File: src/logic/ppsrd_pkg.sv
/*
 * Shared constants and types of the power-state and receiver-detect controller:
 * power-state codes, status codes, compliance symbols, register map and timing counts.
 * Assumes a 200 MHz system clock shared by all modules of the block.
 */
package ppsrd_pkg;
	// ------------------------------------------------------------
	// power states and status codes on the transceiver pins
	// ------------------------------------------------------------
	localparam logic [1:0] PS_P0 = 2'b00;
	localparam logic [1:0] PS_P0S = 2'b01;
	localparam logic [1:0] PS_P1 = 2'b10;
	localparam logic [1:0] PS_P2 = 2'b11;
	localparam logic [2:0] STAT_RX_FOUND = 3'b011;
	localparam logic [2:0] STAT_NONE = 3'b000;

	// ------------------------------------------------------------
	// compliance pattern symbols
	// ------------------------------------------------------------
	localparam logic [7:0] SYM_K28_5 = 8'hbc;
	localparam logic [7:0] SYM_D21_5 = 8'hb5;
	localparam logic [7:0] SYM_D10_2 = 8'h4a;

	// ------------------------------------------------------------
	// timing
	// ------------------------------------------------------------
	localparam int CLK_PERIOD_PS = 5000;
	localparam int IDLE_MIN_NS = 20;
	localparam int IDLE_MIN_CYC_I = (IDLE_MIN_NS * 1000 + CLK_PERIOD_PS - 1) / CLK_PERIOD_PS;
	localparam logic [3:0] IDLE_MIN_CYC = 4'(IDLE_MIN_CYC_I);
	localparam logic [3:0] DET_LEAD_CYC = 4'ha;
	localparam logic [3:0] IDLE_CNT_MAX = 4'hf;

	// ------------------------------------------------------------
	// register map and fields
	// ------------------------------------------------------------
	localparam int ADDR_W = 8;
	localparam logic [7:0] OFF_CTRL = 8'h00;
	localparam logic [7:0] OFF_CMD = 8'h04;
	localparam logic [7:0] OFF_STATUS = 8'h08;
	localparam int CTRL_PS_LSB = 0;
	localparam int CTRL_LOOP_BIT = 2;
	localparam int CTRL_BEACON_BIT = 3;
	localparam int CTRL_COMPL_BIT = 4;
	localparam int CTRL_WIDE_BIT = 5;
	localparam int CMD_PWR_BIT = 0;
	localparam int CMD_DET_BIT = 1;
	localparam int ST_PS_LSB = 0;
	localparam int ST_BUSY_BIT = 2;
	localparam int ST_DETDONE_BIT = 3;
	localparam int ST_FOUND_BIT = 4;
	localparam int ST_PWRDONE_BIT = 5;
	localparam int ST_RAW_LSB = 8;
	localparam logic [1:0] RST_PS = PS_P1;

	typedef enum logic [1:0] {FSM_IDLE, FSM_PWR_WAIT, FSM_DET_LEAD, FSM_DET_WAIT} ppsrd_fsm_t;
endpackage

File: src/logic/ppsrd_if.sv
/*
 * Carriers between the controller core and its helpers: register access
 * from the bus slave, and the compliance transmit lane.
 * Assumes all parties run on the same clock.
 */
`timescale 1ns/1ps
interface ppsrd_reg_if;
	logic wr;
	logic [7:0] addr;
	logic [31:0] wdata;
	logic [31:0] rdata;
	modport slave (output wr, output addr, output wdata, input rdata);
	modport core (input wr, input addr, input wdata, output rdata);
endinterface

interface ppsrd_tx_if;
	logic en;
	logic wide;
	logic [15:0] data;
	logic [1:0] ctrl;
	logic [1:0] disp;
	modport gen (input en, input wide, output data, output ctrl, output disp);
	modport core (output en, output wide, input data, input ctrl, input disp);
endinterface

File: src/logic/ppsrd_ahb_slave.sv
/*
 * AHB-Lite slave front end: zero-wait single word transfers, always OKAY.
 * Assumes it is the only slave, so hready equals its own hreadyout.
 */
`timescale 1ns/1ps
module ppsrd_ahb_slave (
	// clock and reset
	input wire logic clock,
	input wire logic sys_rst,
	// ahb-lite
	input wire logic hsel,
	input wire logic [31:0] haddr,
	input wire logic [1:0] htrans,
	input wire logic hwrite,
	input wire logic [2:0] hsize,
	input wire logic [31:0] hwdata,
	input wire logic hready,
	output logic hreadyout,
	output logic hresp,
	output logic [31:0] hrdata,
	// register access
	ppsrd_reg_if.slave regs
);
	typedef struct packed {
		logic wrPh;
		logic rdPh;
		logic [7:0] addr;
	} ppsrd_ahb_state_t;

	ppsrd_ahb_state_t st_reg, st_next;
	logic accept;

	// only word transfers inside the block's window are taken; others read as zero
	assign accept = hsel && hready && htrans[1] && (hsize == 3'h2) && (haddr[31:ppsrd_pkg::ADDR_W] == '0);

	always_comb
	begin
		st_next = st_reg;
		st_next.wrPh = accept && hwrite;
		st_next.rdPh = accept && !hwrite;
		if (accept)
			st_next.addr = haddr[7:0];
	end

	always_ff @(posedge clock)
	begin
		if (sys_rst)
			st_reg <= '0;
		else
			st_reg <= st_next;
	end

	assign regs.wr = st_reg.wrPh;
	assign regs.addr = st_reg.addr;
	assign regs.wdata = hwdata;
	assign hrdata = st_reg.rdPh ? regs.rdata : 32'h00000000;
	assign hreadyout = 1'b1;
	assign hresp = 1'b0;
endmodule

File: src/logic/ppsrd_compliance_gen.sv
/*
 * Compliance pattern source for the transmit lane, 8-bit or 16-bit wide,
 * with the forced-negative-disparity strobe on the first comma.
 * Assumes the core holds en only while the lane is in the normal power state.
 */
`timescale 1ns/1ps
module ppsrd_compliance_gen (
	// clock and reset
	input wire logic clock,
	input wire logic sys_rst,
	// lane
	ppsrd_tx_if.gen tx
);
	typedef struct packed {
		logic [1:0] idx;
		logic [15:0] data;
		logic [1:0] ctrl;
		logic [1:0] disp;
	} ppsrd_gen_state_t;

	ppsrd_gen_state_t st_reg, st_next;

	always_comb
	begin
		st_next = st_reg;
		st_next.idx = 2'h0;
		st_next.data = 16'h0000;
		st_next.ctrl = 2'h0;
		st_next.disp = 2'h0;
		if (tx.en && tx.wide)
		begin
			// low byte goes first on the wire
			st_next.idx = {1'b0, ~st_reg.idx[0]};
			st_next.ctrl = 2'h1;
			st_next.data = st_reg.idx[0] ? {ppsrd_pkg::SYM_D10_2, ppsrd_pkg::SYM_K28_5}
				: {ppsrd_pkg::SYM_D21_5, ppsrd_pkg::SYM_K28_5};
			st_next.disp = st_reg.idx[0] ? 2'h0 : 2'h1;
		end
		else if (tx.en)
		begin
			st_next.idx = st_reg.idx + 2'h1;
			unique case (st_reg.idx)
				2'h0: st_next.data = {8'h00, ppsrd_pkg::SYM_K28_5};
				2'h1: st_next.data = {8'h00, ppsrd_pkg::SYM_D21_5};
				2'h2: st_next.data = {8'h00, ppsrd_pkg::SYM_K28_5};
				2'h3: st_next.data = {8'h00, ppsrd_pkg::SYM_D10_2};
			endcase
			st_next.ctrl = {1'b0, ~st_reg.idx[0]};
			st_next.disp = {1'b0, st_reg.idx == 2'h0};
		end
	end

	always_ff @(posedge clock)
	begin
		if (sys_rst)
			st_reg <= '0;
		else
			st_reg <= st_next;
	end

	assign tx.data = st_reg.data;
	assign tx.ctrl = st_reg.ctrl;
	assign tx.disp = st_reg.disp;
endmodule

File: src/logic/ppsrd_ctrl.sv
/*
 * Top of the link-layer side controller for one transceiver channel: drives the
 * power-state, force-idle, detect/loopback and compliance lines, and reports over AHB-Lite.
 * Assumes the transceiver runs on this same 200 MHz clock domain at its pins, but its
 * status inputs are still resynchronised, and that the system supplies the 125 MHz aux clock.
 */
// Implementation choices: the AHB-Lite interface to the registers and the placing of the registers.
// What this block does
// - two-bit code selects P0, P0s, P1, P2
// - no new request before previous completion
// - P0 keeps force-idle low; loopback optional
// - P0s and P1 hold force-idle high
// - P2 releases force-idle only for beacon
// - electrical idle lasts at least 20 ns
// - system supplies 125 MHz aux clock
// - detect request drives both lines high
// - force-idle leads detect by ten cycles
// - compliance sends K28.5 D21.5 K28.5 D10.2
// - 8-bit: strobe on first K28.5 cycle
// - 16-bit: only bit 0, K28.5/D21.5 cycle
`timescale 1ns/1ps
module ppsrd_ctrl (
	// clock and reset
	input wire logic clock,
	input wire logic sys_rst,
	// ahb-lite
	input wire logic hsel,
	input wire logic [31:0] haddr,
	input wire logic [1:0] htrans,
	input wire logic hwrite,
	input wire logic [2:0] hsize,
	input wire logic [31:0] hwdata,
	input wire logic hready,
	output logic hreadyout,
	output logic hresp,
	output logic [31:0] hrdata,
	// transceiver control
	output logic [1:0] txPowerDown,
	output logic txForceIdle,
	output logic txDetectRxLoop,
	output logic [15:0] txData,
	output logic [1:0] txCtrl,
	output logic [1:0] txForceDisp,
	// transceiver status
	input wire logic phyDoneStatus,
	input wire logic [2:0] phyStatus
);
	typedef struct packed {
		ppsrd_pkg::ppsrd_fsm_t fsm;
		logic [1:0] pd;
		logic [1:0] curPs;
		logic forceIdle;
		logic detRx;
		logic [3:0] idleCnt;
		logic [1:0] tgtPs;
		logic loopEn;
		logic beaconEn;
		logic complEn;
		logic wide;
		logic pwrReq;
		logic detDone;
		logic found;
		logic pwrDone;
		logic [2:0] rawStat;
		logic doneS1;
		logic doneS2;
		logic [2:0] statS1;
		logic [2:0] statS2;
	} ppsrd_ctrl_state_t;

	ppsrd_ctrl_state_t st_reg, st_next;
	ppsrd_reg_if regs();
	ppsrd_tx_if tx();
	logic cmdWr;
	logic cmdPwr;
	logic cmdDet;
	logic holdOk;
	logic busy;

	// ------------------------------------------------------------
	// helpers
	// ------------------------------------------------------------
	ppsrd_ahb_slave u_slave (
		.clock(clock),
		.sys_rst(sys_rst),
		.hsel(hsel),
		.haddr(haddr),
		.htrans(htrans),
		.hwrite(hwrite),
		.hsize(hsize),
		.hwdata(hwdata),
		.hready(hready),
		.hreadyout(hreadyout),
		.hresp(hresp),
		.hrdata(hrdata),
		.regs(regs.slave)
	);

	ppsrd_compliance_gen u_gen (
		.clock(clock),
		.sys_rst(sys_rst),
		.tx(tx.gen)
	);

	// force-idle wanted for a given power state and beacon setting
	function automatic logic wantIdle(input logic [1:0] ps, input logic beacon);
		logic w;
		w = 1'b1;
		unique case (ps)
			ppsrd_pkg::PS_P0: w = 1'b0;
			ppsrd_pkg::PS_P0S: w = 1'b1;
			ppsrd_pkg::PS_P1: w = 1'b1;
			ppsrd_pkg::PS_P2: w = !beacon;
		endcase
		return w;
	endfunction

	assign cmdWr = regs.wr && (regs.addr == ppsrd_pkg::OFF_CMD);
	assign cmdPwr = cmdWr && regs.wdata[ppsrd_pkg::CMD_PWR_BIT];
	assign cmdDet = cmdWr && regs.wdata[ppsrd_pkg::CMD_DET_BIT];
	// release of idle is allowed only once it has lasted the minimum time
	assign holdOk = !st_reg.forceIdle || (st_reg.idleCnt >= ppsrd_pkg::IDLE_MIN_CYC - 4'h1);
	assign busy = (st_reg.fsm != ppsrd_pkg::FSM_IDLE) || st_reg.pwrReq;

	// ------------------------------------------------------------
	// next state
	// ------------------------------------------------------------
	always_comb
	begin
		st_next = st_reg;
		st_next.doneS1 = phyDoneStatus;
		st_next.doneS2 = st_reg.doneS1;
		st_next.statS1 = phyStatus;
		st_next.statS2 = st_reg.statS1;
		if (regs.wr && regs.addr == ppsrd_pkg::OFF_CTRL)
		begin
			st_next.tgtPs = regs.wdata[ppsrd_pkg::CTRL_PS_LSB +: 2];
			st_next.loopEn = regs.wdata[ppsrd_pkg::CTRL_LOOP_BIT];
			st_next.beaconEn = regs.wdata[ppsrd_pkg::CTRL_BEACON_BIT];
			st_next.complEn = regs.wdata[ppsrd_pkg::CTRL_COMPL_BIT];
			st_next.wide = regs.wdata[ppsrd_pkg::CTRL_WIDE_BIT];
		end
		// write-one-to-clear; a set in the same cycle below wins
		if (regs.wr && regs.addr == ppsrd_pkg::OFF_STATUS)
		begin
			if (regs.wdata[ppsrd_pkg::ST_DETDONE_BIT])
				st_next.detDone = 1'b0;
			if (regs.wdata[ppsrd_pkg::ST_PWRDONE_BIT])
				st_next.pwrDone = 1'b0;
		end
		if (cmdPwr)
			st_next.pwrReq = 1'b1;
		unique case (st_reg.fsm)
			ppsrd_pkg::FSM_IDLE:
			begin
				if (st_reg.pwrReq && st_reg.tgtPs == st_reg.curPs)
					st_next.pwrReq = 1'b0;
				else if (st_reg.pwrReq && (wantIdle(st_reg.tgtPs, st_reg.beaconEn) || holdOk))
				begin
					// the new code is the request; one outstanding at a time
					st_next.pd = st_reg.tgtPs;
					st_next.pwrReq = cmdPwr;
					st_next.fsm = ppsrd_pkg::FSM_PWR_WAIT;
				end
				else if (!st_reg.pwrReq && cmdDet && st_reg.curPs == ppsrd_pkg::PS_P1)
					st_next.fsm = ppsrd_pkg::FSM_DET_LEAD;
			end
			ppsrd_pkg::FSM_PWR_WAIT:
			begin
				if (st_reg.doneS2)
				begin
					st_next.curPs = st_reg.pd;
					st_next.pwrDone = 1'b1;
					st_next.fsm = ppsrd_pkg::FSM_IDLE;
				end
			end
			ppsrd_pkg::FSM_DET_LEAD:
			begin
				if (st_reg.forceIdle && st_reg.idleCnt >= ppsrd_pkg::DET_LEAD_CYC)
				begin
					st_next.detRx = 1'b1;
					st_next.fsm = ppsrd_pkg::FSM_DET_WAIT;
				end
			end
			ppsrd_pkg::FSM_DET_WAIT:
			begin
				if (st_reg.doneS2)
				begin
					st_next.detRx = 1'b0;
					st_next.rawStat = st_reg.statS2;
					st_next.found = (st_reg.statS2 == ppsrd_pkg::STAT_RX_FOUND);
					st_next.detDone = 1'b1;
					st_next.fsm = ppsrd_pkg::FSM_IDLE;
				end
			end
		endcase
		// loopback only while settled in P0; the line is a don't-care in P0s and P2
		if (st_next.fsm == ppsrd_pkg::FSM_IDLE && st_next.pd == ppsrd_pkg::PS_P0)
			st_next.detRx = st_next.loopEn;
		else if (st_next.fsm != ppsrd_pkg::FSM_DET_WAIT)
			st_next.detRx = 1'b0;
		st_next.forceIdle = wantIdle(st_next.pd, st_next.beaconEn) || !holdOk;
		if (!st_next.forceIdle)
			st_next.idleCnt = 4'h0;
		else if (st_reg.forceIdle && st_reg.idleCnt != ppsrd_pkg::IDLE_CNT_MAX)
			st_next.idleCnt = st_reg.idleCnt + 4'h1;
		else if (!st_reg.forceIdle)
			st_next.idleCnt = 4'h0;
	end

	always_ff @(posedge clock)
	begin
		if (sys_rst)
		begin
			st_reg <= '0;
			st_reg.pd <= ppsrd_pkg::RST_PS;
			st_reg.curPs <= ppsrd_pkg::RST_PS;
			st_reg.tgtPs <= ppsrd_pkg::RST_PS;
			st_reg.forceIdle <= 1'b1;
			st_reg.fsm <= ppsrd_pkg::FSM_IDLE;
		end
		else
			st_reg <= st_next;
	end

	// ------------------------------------------------------------
	// outputs
	// ------------------------------------------------------------
	assign regs.rdata = (regs.addr == ppsrd_pkg::OFF_CTRL) ? {26'h0, st_reg.wide, st_reg.complEn,
		st_reg.beaconEn, st_reg.loopEn, st_reg.tgtPs}
		: (regs.addr == ppsrd_pkg::OFF_STATUS) ? {21'h0, st_reg.rawStat, 2'h0, st_reg.pwrDone,
		st_reg.found, st_reg.detDone, busy, st_reg.curPs} : 32'h00000000;
	// compliance only while settled in P0 with idle released
	assign tx.en = st_reg.complEn && st_reg.fsm == ppsrd_pkg::FSM_IDLE && st_reg.pd == ppsrd_pkg::PS_P0
		&& !st_reg.forceIdle;
	assign tx.wide = st_reg.wide;
	assign txPowerDown = st_reg.pd;
	assign txForceIdle = st_reg.forceIdle;
	assign txDetectRxLoop = st_reg.detRx;
	assign txData = tx.data;
	assign txCtrl = tx.ctrl;
	assign txForceDisp = tx.disp;
endmodule

File: config.mk
export PLATFORM = sky130hd
export DESIGN_NAME = ppsrd_ctrl
export DESIGN_NICKNAME = d
export VERILOG_FILES = /design/src/logic/ppsrd_pkg.sv /design/src/logic/ppsrd_if.sv /design/src/logic/ppsrd_ahb_slave.sv /design/src/logic/ppsrd_compliance_gen.sv /design/src/logic/ppsrd_ctrl.sv
export SDC_FILE = /design/constraint.sdc
export NUM_CORES = 1
export LEC_CHECK = 0
export BUFFER_PORTS_ARGS = -buffer_cell sky130_fd_sc_hd__buf_2
export CAP_MARGIN = 10
export CORE_AREA = 2 2 89 91
export CTS_CLUSTER_DIAMETER = 80
export CTS_CLUSTER_SIZE = 16
export DETAILED_ROUTE_END_ITERATION = 7
export DIE_AREA = 0 0 91 93
export PLACE_DENSITY = 0.76
export SETUP_SLACK_MARGIN = 0.2
export SLEW_MARGIN = 20
export SYNTH_ARGS = -nofsm -noshare
export SYNTH_HDL_FRONTEND = slang
export SYNTH_HIERARCHICAL = 1
export SYNTH_SLANG_ARGS = --single-unit
File: constraint.sdc
create_clock -name clock -period 2.4 [get_ports clock]
set_input_delay 0.48 -clock clock [delete_from_list [all_inputs] [get_ports clock]]
set_output_delay 0.48 -clock clock [all_outputs]
set_load 0.05 [all_outputs]
==> results of run 1 <==
==> timing repair <==
item	CTS	global route
setup endpoints to repair	14	14
hold buffers	0	0
pin swaps	4	6
gates resized for setup	4	11
setup buffers	1	3
==> per-layer routing <==
metal	up-vias	share of wire	track usage
li1	1228	-	-
met1	1073	0.43	0.185
met2	78	0.48	0.243
met3	8	0.071	0.0338
met4	0	0.017	0.0619
met5	-	0	0
==> per-stage QoR <==
step / cell area, µm² / hold WS [ns] / util / TNS, ns
after floorplan: 3160 / 0.414 / - / 0
after global placement: 3480 / 0.423 / 0.463 / -0.0987
after detailed placement: 3480 / 0.430 / 0.463 / -0.346
after CTS: 3620 / 0.347 / 0.481 / -0.719
after global routing: 3690 / 0.349 / 0.491 / -1.18
final: 3690 / 0.353 / 0.491 / -0.363
==> critical path: stages (launching register included) <==
cell	delay, ns
dfxtp_4	0.42
inv_4	0.05
ha_4	0.26
o21bai_4	0.06
a2111oi_4	0.40
mux2i_2	0.34
ha_1	0.28
a21o_1	0.18
a41o_1	0.23
nand2b_1	0.15
==> worst max path at each step <==
stage                                        from                      end  slack (ns)  depth (start not counted)
after floorplan           st_reg[19]$_SDFFE_PP0P_  st_reg[21]$_SDFFE_PP0P_        0.08                         10
after global placement    st_reg[19]$_SDFFE_PP0P_  st_reg[21]$_SDFFE_PP0P_       -0.03                          9
after detailed placement  st_reg[20]$_SDFFE_PP1P_  st_reg[21]$_SDFFE_PP0P_       -0.08                         10
after CTS                 st_reg[20]$_SDFFE_PP1P_   txForceIdle$_SDFF_PP1_       -0.09                         10
after global routing      st_reg[20]$_SDFFE_PP1P_  st_reg[24]$_SDFFE_PP0P_       -0.23                         10
final                     st_reg[20]$_SDFFE_PP1P_   txForceIdle$_SDFF_PP1_       -0.08                          9
==> where the power goes <==
group / switching [mW] / internal [mW] / leakage, nW
Clock: 0.282 / 0.307 / 0.0518
Sequential: 0.00731 / 0.887 / 0.430
Combinational: 0.0651 / 0.0594 / 1.14
Total: 0.355 / 1.25 / 1.63
==> layout make-up <==
cell class	instances	area, µm²
tap	102	128
timing repair buffer	102	569
sequential	53	1070
clock buffer	5	68.8
fill	732	3830
multi-input combinational	246	1770
clock inverter	3	41.3
inverter	10	40.0
==> flow_metrics.env, run 1 <==
export IMPL_leakage_nw=1.63
export IMPL_r2r_start="st_reg[20]$_SDFFE_PP1P_"
export IMPL_initial_utilization=0.399
export IMPL_hold_viol=0
export IMPL_antenna_left=0
export IMPL_worstMarginPinSlew_ns=0.647
export IMPL_drc=0
export IMPL_insertion_delay_ns=0.30
export IMPL_layoutNonFillerInstCount=521
export IMPL_hp_start="hwrite"
export IMPL_path_clk_slew_ns=0.09
export IMPL_via_per_inst=4.58
export IMPL_power_total_mw=1.61
export IMPL_rr_endpoint="txForceIdle$_SDFF_PP1_"
export IMPL_design_die_area_um2=8460
export IMPL_min_path_cells=2
export IMPL_clock_path_buffers=2
export IMPL_cts_tree="done"
export IMPL_end_kind="flip-flop"
export IMPL_grt_antenna_before_repair=0
export IMPL_cts_num_sinks=53
export IMPL_place_congestion=0.839
export IMPL_syn_area_um2=3010
export IMPL_gr_total_overflow=0
export IMPL_post_place_ws_ns=-0.0834
export IMPL_largest_reg_flops=24
export IMPL_pin_count=136
export IMPL_numCtsBuffers=5
export IMPL_grt_pass1_wl_mm=10.1
export IMPL_status="finished, violations left"
export IMPL_setup_violations=5
export IMPL_path_max_fanout=5
export IMPL_report_final_slew_viol_count=0
export IMPL_layout_commonest_cell="buf_2"
export IMPL_final_cell_mix="80 x buf_2, 49 x dfxtp_1, 33 x and2_1, 29 x nor2_1, 27 x conb_1"
export IMPL_holdPathEnd="u_slave/st_reg[8]$_SDFF_PP0_"
export IMPL_track_usage=0.147
export IMPL_die_width_um=91
export IMPL_layout_drive_gt1_share=0.356
export IMPL_grt_setup_unrepaired="true"
export IMPL_vias=2387
export IMPL_wl_per_cell_um=11.6
export IMPL_placedCellCount=509
export IMPL_critPathArrivalTime_ns=2.68
export IMPL_avgSynthCellArea_um2=8.97
export IMPL_drt_pre_antenna_iters=4
export IMPL_dp_hpwl_mm=4.78
export IMPL_period_minus_slack_ns=2.48
export IMPL_finalCritPeriodShare=1.03
export IMPL_r2r_setup_slack_ns=-0.08
export IMPL_grt_pass1_vias=2189
export IMPL_area_growth_pct=22.9
export IMPL_max_cap_violations=0
export IMPL_reg2reg_depth=9
export IMPL_drt_wl_total_mm=6.06
export IMPL_criticalPathCategory="reg -> reg"
export IMPL_nets=506
export IMPL_yosys_warnings=6
export IMPL_cts_root_buf="clkbuf_8"
export IMPL_failed_checks="setup timing"
export IMPL_drt_iter0_markers=100
export IMPL_critPathRequiredTime_ns=2.59
export IMPL_n_antenna_cell=0
export IMPL_power_density_nw_per_um2=435
export IMPL_core_area_um2=7530
export IMPL_synthCells=335
export IMPL_max_freq_mhz=403
export IMPL_hp_class="in -> reg"
export IMPL_peakVddDrop_uv=280
export IMPL_max_slew_margin=0.568
export IMPL_grt_max_degree=35
export IMPL_rows=32
export IMPL_die_h_um=93
export IMPL_skew_ns=0.00620
export IMPL_timing_final_ws_setup_ns=-0.0827
export IMPL_port_buffers=81
export IMPL_crit_path_start_kind="flip-flop"
export IMPL_cts_htree_levels=2
No activity file was read; power rests on OpenSTA's default activity.
==> run 2: changes to the inputs <==
Settings changed: ABC_AREA set to 1, CORE_AREA 2 2 89 91 to 2 2 91 93, DIE_AREA 0 0 91 93 to 0 0 93 95.
==> run 2 against run 1 <==
Power decreased by 4.0%. Critical path depth stayed put. Largest cell class unchanged. The run now ends clean. Die area up 4.4%. First-iteration DRC count increased by 7.0%. Combinational power is 17% higher. Non-clock buffer count shrank 4.
==> flow_metrics.env, run 2 <==
export IMPL_hp_class="in -> reg"
export IMPL_finalCritPeriodShare=0.920
export IMPL_design_area_um2=4000
export IMPL_drt_wl_total_mm=6.99
export IMPL_rows=33
export IMPL_grt_pass1_vias=2657
export IMPL_gr_total_overflow=0
export IMPL_power_density_nw_per_um2=386
export IMPL_multi_input_area_um2=1690
export IMPL_p_comb_frac=0.094
export IMPL_max_cap_violations=0
export IMPL_final_cell_mix="96 x nand2_1, 88 x inv_1, 77 x nor2_1, 72 x buf_2, 46 x dfxtp_1"
export IMPL_largest_reg_flops=24
export IMPL_pin_count=136
export IMPL_cts_htree_levels=2
export IMPL_setup_tns_final_ns=0
export IMPL_path_clk_slew_ns=0.09
export IMPL_setup_violations=0
export IMPL_antenna_left=0
export IMPL_grt_pass1_wl_mm=11.2
export IMPL_vias=3022
export IMPL_layout_commonest_cell="nand2_1"
export IMPL_hold_viol=0
export IMPL_critPathArrivalTime_ns=1.73
export IMPL_drc=0
export IMPL_timing_final_ws_setup_ns=0.191
export IMPL_syn_area_um2=3260
export IMPL_max_slew_margin=0.655
export IMPL_layoutNonFillerInstCount=687
export IMPL_p_clk_frac=0.327
export IMPL_crit_start="u_slave/regs.addr[0]$_SDFFE_PP0P_"
export IMPL_peakVddDrop_uv=189
export IMPL_leakage_nw=2.18
export IMPL_report_final_slew_viol_count=0
export IMPL_die_width_um=93
export IMPL_via_per_inst=4.40
export IMPL_fill_cells=788
export IMPL_design_die_area_um2=8840
export IMPL_n_antenna_cell=0
export IMPL_track_usage=0.154
export IMPL_cts_tree="done"
export IMPL_drt_iter0_markers=107
export IMPL_avgSynthCellArea_um2=6.55
export IMPL_crit_path_start_kind="flip-flop"
export IMPL_place_area_um2=3590
export IMPL_r2r_setup_slack_ns=0.24
export IMPL_cts_num_sinks=53
export IMPL_skew_ns=0.0103
export IMPL_worstMarginPinSlew_ns=0.514
export IMPL_r2r_start="st_reg[20]$_SDFFE_PP1P_"
export IMPL_grt_antenna_before_repair=0
export IMPL_swShare=0.253
export IMPL_insertion_delay_ns=0.31
export IMPL_path_max_fanout=7
export IMPL_area_growth_pct=22.9
export IMPL_switchingPower_uw=390
export IMPL_numCtsBuffers=5
export IMPL_max_freq_mhz=453
export IMPL_core_area_um2=7930
export IMPL_synthCells=497
export IMPL_grt_setup_unrepaired="true"
export IMPL_whs_ns=0.325
export IMPL_placedCellCount=665
export IMPL_power_internal_mw=1.15
export IMPL_grt_max_degree=24
export IMPL_drt_pre_antenna_iters=4
export IMPL_power_total_mw=1.54
export IMPL_layout_drive_gt1_share=0.301
export IMPL_end_kind="primary output"
export IMPL_clock_path_buffers=2
export IMPL_place_congestion=0.819
export IMPL_initial_utilization=0.411
export IMPL_port_buffers=81
export IMPL_nets=669
export IMPL_rr_endpoint="txForceIdle$_SDFF_PP1_"
export IMPL_status="complete, no violations"
export IMPL_utilization=0.505
export IMPL_dp_hpwl_mm=5.06
export IMPL_reg2reg_depth=18
export IMPL_criticalPathCategory="reg -> out"
export IMPL_die_h_um=95
export IMPL_post_place_ws_ns=0.141
export IMPL_cts_root_buf="clkbuf_8"
export IMPL_critPathRequiredTime_ns=1.92
export IMPL_wl_per_cell_um=10.2
export IMPL_register_area_um2=1070
export IMPL_crit_path_end="hrdata[10]"
export IMPL_yosys_warnings=6
export IMPL_seqPwrFrac=0.579
export IMPL_period_minus_slack_ns=2.21
==> run 2: layer usage <==
metal,track usage,up-vias,wire (µm)
li1,-,1579,-
met1,0.182,1330,2990
met2,0.278,99,3460
met3,0.0279,14,407
met4,0.0576,0,129
met5,0,-,0
==> run 2: worst min path at each step <==
stage	to	slack, ns	depth (start not counted)	start
5_1_grt	u_slave/st_reg[8]$_SDFF_PP0_	0.32	2	hwrite
6_report	u_slave/st_reg[8]$_SDFF_PP0_	0.33	2	hwrite
3_3_place_gp	st_reg[6]$_SDFF_PP0_	0.39	2	st_next[6]$_SDFF_PP0_
3_5_place_dp	st_reg[0]$_SDFF_PP0_	0.40	2	st_next[0]$_SDFF_PP0_
4_1_cts	u_slave/st_reg[8]$_SDFF_PP0_	0.32	2	hwrite
2_1_floorplan	st_reg[0]$_SDFF_PP0_	0.39	2	st_next[0]$_SDFF_PP0_
==> run 2: area by class of cell <==
class | count | area share
clock inverters | 2 | 0.00375
repair buffers | 98 | 0.154
multi-input cells | 317 | 0.422
clock buffers | 6 | 0.0181
inverters | 106 | 0.102
well taps | 105 | 0.0328
flip-flops and latches | 53 | 0.268
==> run 2: power by group through the flow <==
stage | registers (mW) | clock network [mW] | logic (mW)
6_report | 0.894 | 0.505 | 0.145
5_1_grt | 0.895 | 0.547 | 0.168
4_1_cts | 0.895 | 0.520 | 0.141
3_5_place_dp | 0.917 | 0 | 0.135
3_3_place_gp | 0.916 | 0 | 0.131
2_1_floorplan | 0.918 | 0 | 0.0847
==> run 2: critical path: stages, from the launching register on <==
cell     delay (ns)
dfxtp_2        0.34
nor2_4         0.14
inv_2          0.05
nor4_4         0.22
buf_6          0.18
inv_6          0.06
nor2_4         0.09
nand2_1        0.09
inv_2          0.10
buf_8          0.14
==> run 2: what timing repair did <==
action / 4_1_cts / 5_1_grt
hold buffers: 0 / 0
gates resized for setup: 34 / 35
setup buffers: 5 / 9
pin swaps: 7 / 13
endpoints found under the setup margin: 14 / 15
==> run 3: changes to the inputs <==
Settings changed: CORE_AREA 2 2 91 93 to 2 2 90 92, CTS_BUF_LIST set to sky130_fd_sc_hd__clkbuf_2 sky130_fd_sc_hd__clkbuf_4 sky130_fd_sc_hd__clkbuf_8, DIE_AREA 0 0 93 95 to 0 0 92 94, PLACE_DENSITY 0.76 to 0.78, SLEW_MARGIN 20 to 10.
==> run 3 against run 2 <==
Cell area decreased by 0.78%. Wire length up 0.20%. Die area down 2.1%. Utilization grew 1.7 points. Clock skew rose by 0.0036 ns. Critical path depth is the same. Power is 2.0% higher. Worst hold slack got worse by 0.0022 ns. Register-to-register slack hardly changed. Count of clock-buffer cells in the layout is 1 lower. Non-clock buffer count down 5. First-iteration DRC count increased by 8.4%. Largest power group unchanged.
==> flow_metrics.env, run 3 (synthesized netlist as in run 2, its figures left out) <==
export IMPL_slowest_stage="dfxtp_2"
export IMPL_drt_iter0_markers=116
export IMPL_end_kind="primary output"
export IMPL_slowest_delay_ns=0.35
export IMPL_max_freq_mhz=450
export IMPL_rows=32
export IMPL_port_buffers=81
export IMPL_hp_class="in -> reg"
export IMPL_cts_root_buf="clkbuf_8"
export IMPL_nets=664
export IMPL_hold_buffers=0
export IMPL_drt_pre_antenna_iters=5
export IMPL_critPathRequiredTime_ns=1.92
export IMPL_wl_per_cell_um=10.3
export IMPL_track_usage=0.159
export IMPL_core_area_um2=7610
export IMPL_leakage_nw=2.16
export IMPL_peakVddDrop_uv=284
export IMPL_max_cap_violations=0
export IMPL_die_h_um=94
export IMPL_numCtsBuffers=5
export IMPL_pin_count=136
export IMPL_cts_htree_levels=2
export IMPL_via_per_inst=4.37
export IMPL_drt_wl_total_mm=7.01
export IMPL_skew_ns=0.0139
export IMPL_layout_drive_gt1_share=0.310
export IMPL_initial_utilization=0.428
export IMPL_dp_hpwl_mm=5.28
export IMPL_report_final_slew_viol_count=0
export IMPL_path_clk_slew_ns=0.11
export IMPL_antenna_left=0
export IMPL_drc=0
export IMPL_grt_max_degree=24
export IMPL_setup_violations=0
export IMPL_design_die_area_um2=8650
export IMPL_area_growth_pct=21.9
export IMPL_final_cell_mix="92 x nand2_1, 85 x inv_1, 78 x nor2_1, 72 x buf_2, 43 x dfxtp_1"
export IMPL_grt_pass1_vias=2692
export IMPL_grt_setup_unrepaired="true"
export IMPL_grt_pass1_wl_mm=11.3
export IMPL_gr_total_overflow=0
export IMPL_utilization=0.522
export IMPL_place_congestion=0.876
export IMPL_path_max_fanout=6
export IMPL_status="complete, no violations"
export IMPL_largest_reg_flops=24
export IMPL_critPathArrivalTime_ns=1.74
export IMPL_setup_tns_final_ns=0
export IMPL_period_minus_slack_ns=2.22
export IMPL_path_common_cell="nand2_1"
export IMPL_post_place_ws_ns=0.112
export IMPL_criticalPathCategory="reg -> out"
export IMPL_insertion_delay_ns=0.31
export IMPL_whs_ns=0.323
export IMPL_cts_num_sinks=53
export IMPL_grt_antenna_before_repair=0
export IMPL_cts_tree="done"
export IMPL_path_delay_family="simple AND/OR/NAND/NOR gates"
export IMPL_cp_cell_sequence="nor2_4 -> inv_2 -> nor4_4 -> buf_4 -> nand2_1 -> o21ai_0 -> nand2_1 -> inv_1 -> buf_6"
export IMPL_hold_viol=0
export IMPL_die_width_um=92
export IMPL_layout_commonest_cell="nand2_1"
export IMPL_power_total_mw=1.57
export IMPL_power_density_nw_per_um2=397
export IMPL_n_antenna_cell=0
export IMPL_crit_path_start_kind="flip-flop"
export IMPL_finalCritPeriodShare=0.927
export IMPL_vias=2965
export IMPL_clock_path_buffers=2
export IMPL_timing_final_ws_setup_ns=0.176
export IMPL_crit_buf_inv=4
run 3: cell count changes in the layout (fill, tap and decap cells not counted), moves of 3 or more:
| cell | change |
|---|---|
| dfxtp_4 | +3 |
| inv_1 | -3 |
| nand2_1 | -4 |
| dfxtp_1 | -3 |
| nand2_2 | +4 |
| buf_4 | -4 |
| inv_2 | +4 |
run 3: worst reg2reg max path: cells and delay by family, from the launching register on:
kind / cells / cell delay (ns)
and+or+nand+nor: 11 / 0.92
DFF: 1 / 0.39
buffers and inverters: 4 / 0.19
adders and majority gates: 2 / 0.52
AOI/OAI and AO/OA: 1 / 0.08
run 3: timing repair:
| action | 4_1_cts | 5_1_grt |
|---|---|---|
| setup endpoints to repair | 14 | 15 |
| resized for setup | 24 | 50 |
| pin swaps | 3 | 15 |
| setup buffers | 2 | 8 |
run 3: path summary, 6_finish.rpt:
check                                    startpoint                      endpoint  slack, ns  depth (start not counted)
hold / removal                               hwrite  u_slave/st_reg[8]$_SDFF_PP0_       0.32                          2
setup reg to reg            st_reg[19]$_SDFFE_PP0P_       st_reg[21]$_SDFFE_PP0P_       0.23                         18
setup / recovery  u_slave/regs.addr[0]$_SDFFE_PP0P_                     hrdata[3]       0.18                          9
hold reg to reg               st_next[0]$_SDFF_PP0_          st_reg[0]$_SDFF_PP0_       0.41                          2
run 3: routing by layer:
metal  share of wire  vias up  track usage
li1                -     1578            -
met1            0.45     1282        0.192
met2            0.48       97        0.286
met3           0.049        8       0.0321
met4           0.015        0       0.0485
met5               0        -            0
run 3: area by class of cell:
cell class	instances	area (µm²)
flip-flops and latches	53	1080
well taps	102	128
inverters	106	403
fillers	753	3640
multi-input cells	317	1690
clock inverters	3	28.8
repair buffers	93	571
clock buffers	5	68.8
run 3: where the power goes:
part | leakage [nW] | total [mW] | internal, mW | switching [mW]
Sequential | 0.434 | 0.894 | 0.887 | 0.00698
Combinational | 1.68 | 0.140 | 0.0542 | 0.0857
Clock | 0.0506 | 0.541 | 0.219 | 0.322
Total | 2.16 | 1.57 | 1.16 | 0.415
run 3: per-stage QoR:
stage / cells / instance area [µm²]
2_1_floorplan: 520 / 3340
6_report: 679 / 3970
4_1_cts: 671 / 3750
3_3_place_gp: 661 / 3580
3_5_place_dp: 661 / 3580
5_1_grt: 679 / 3970
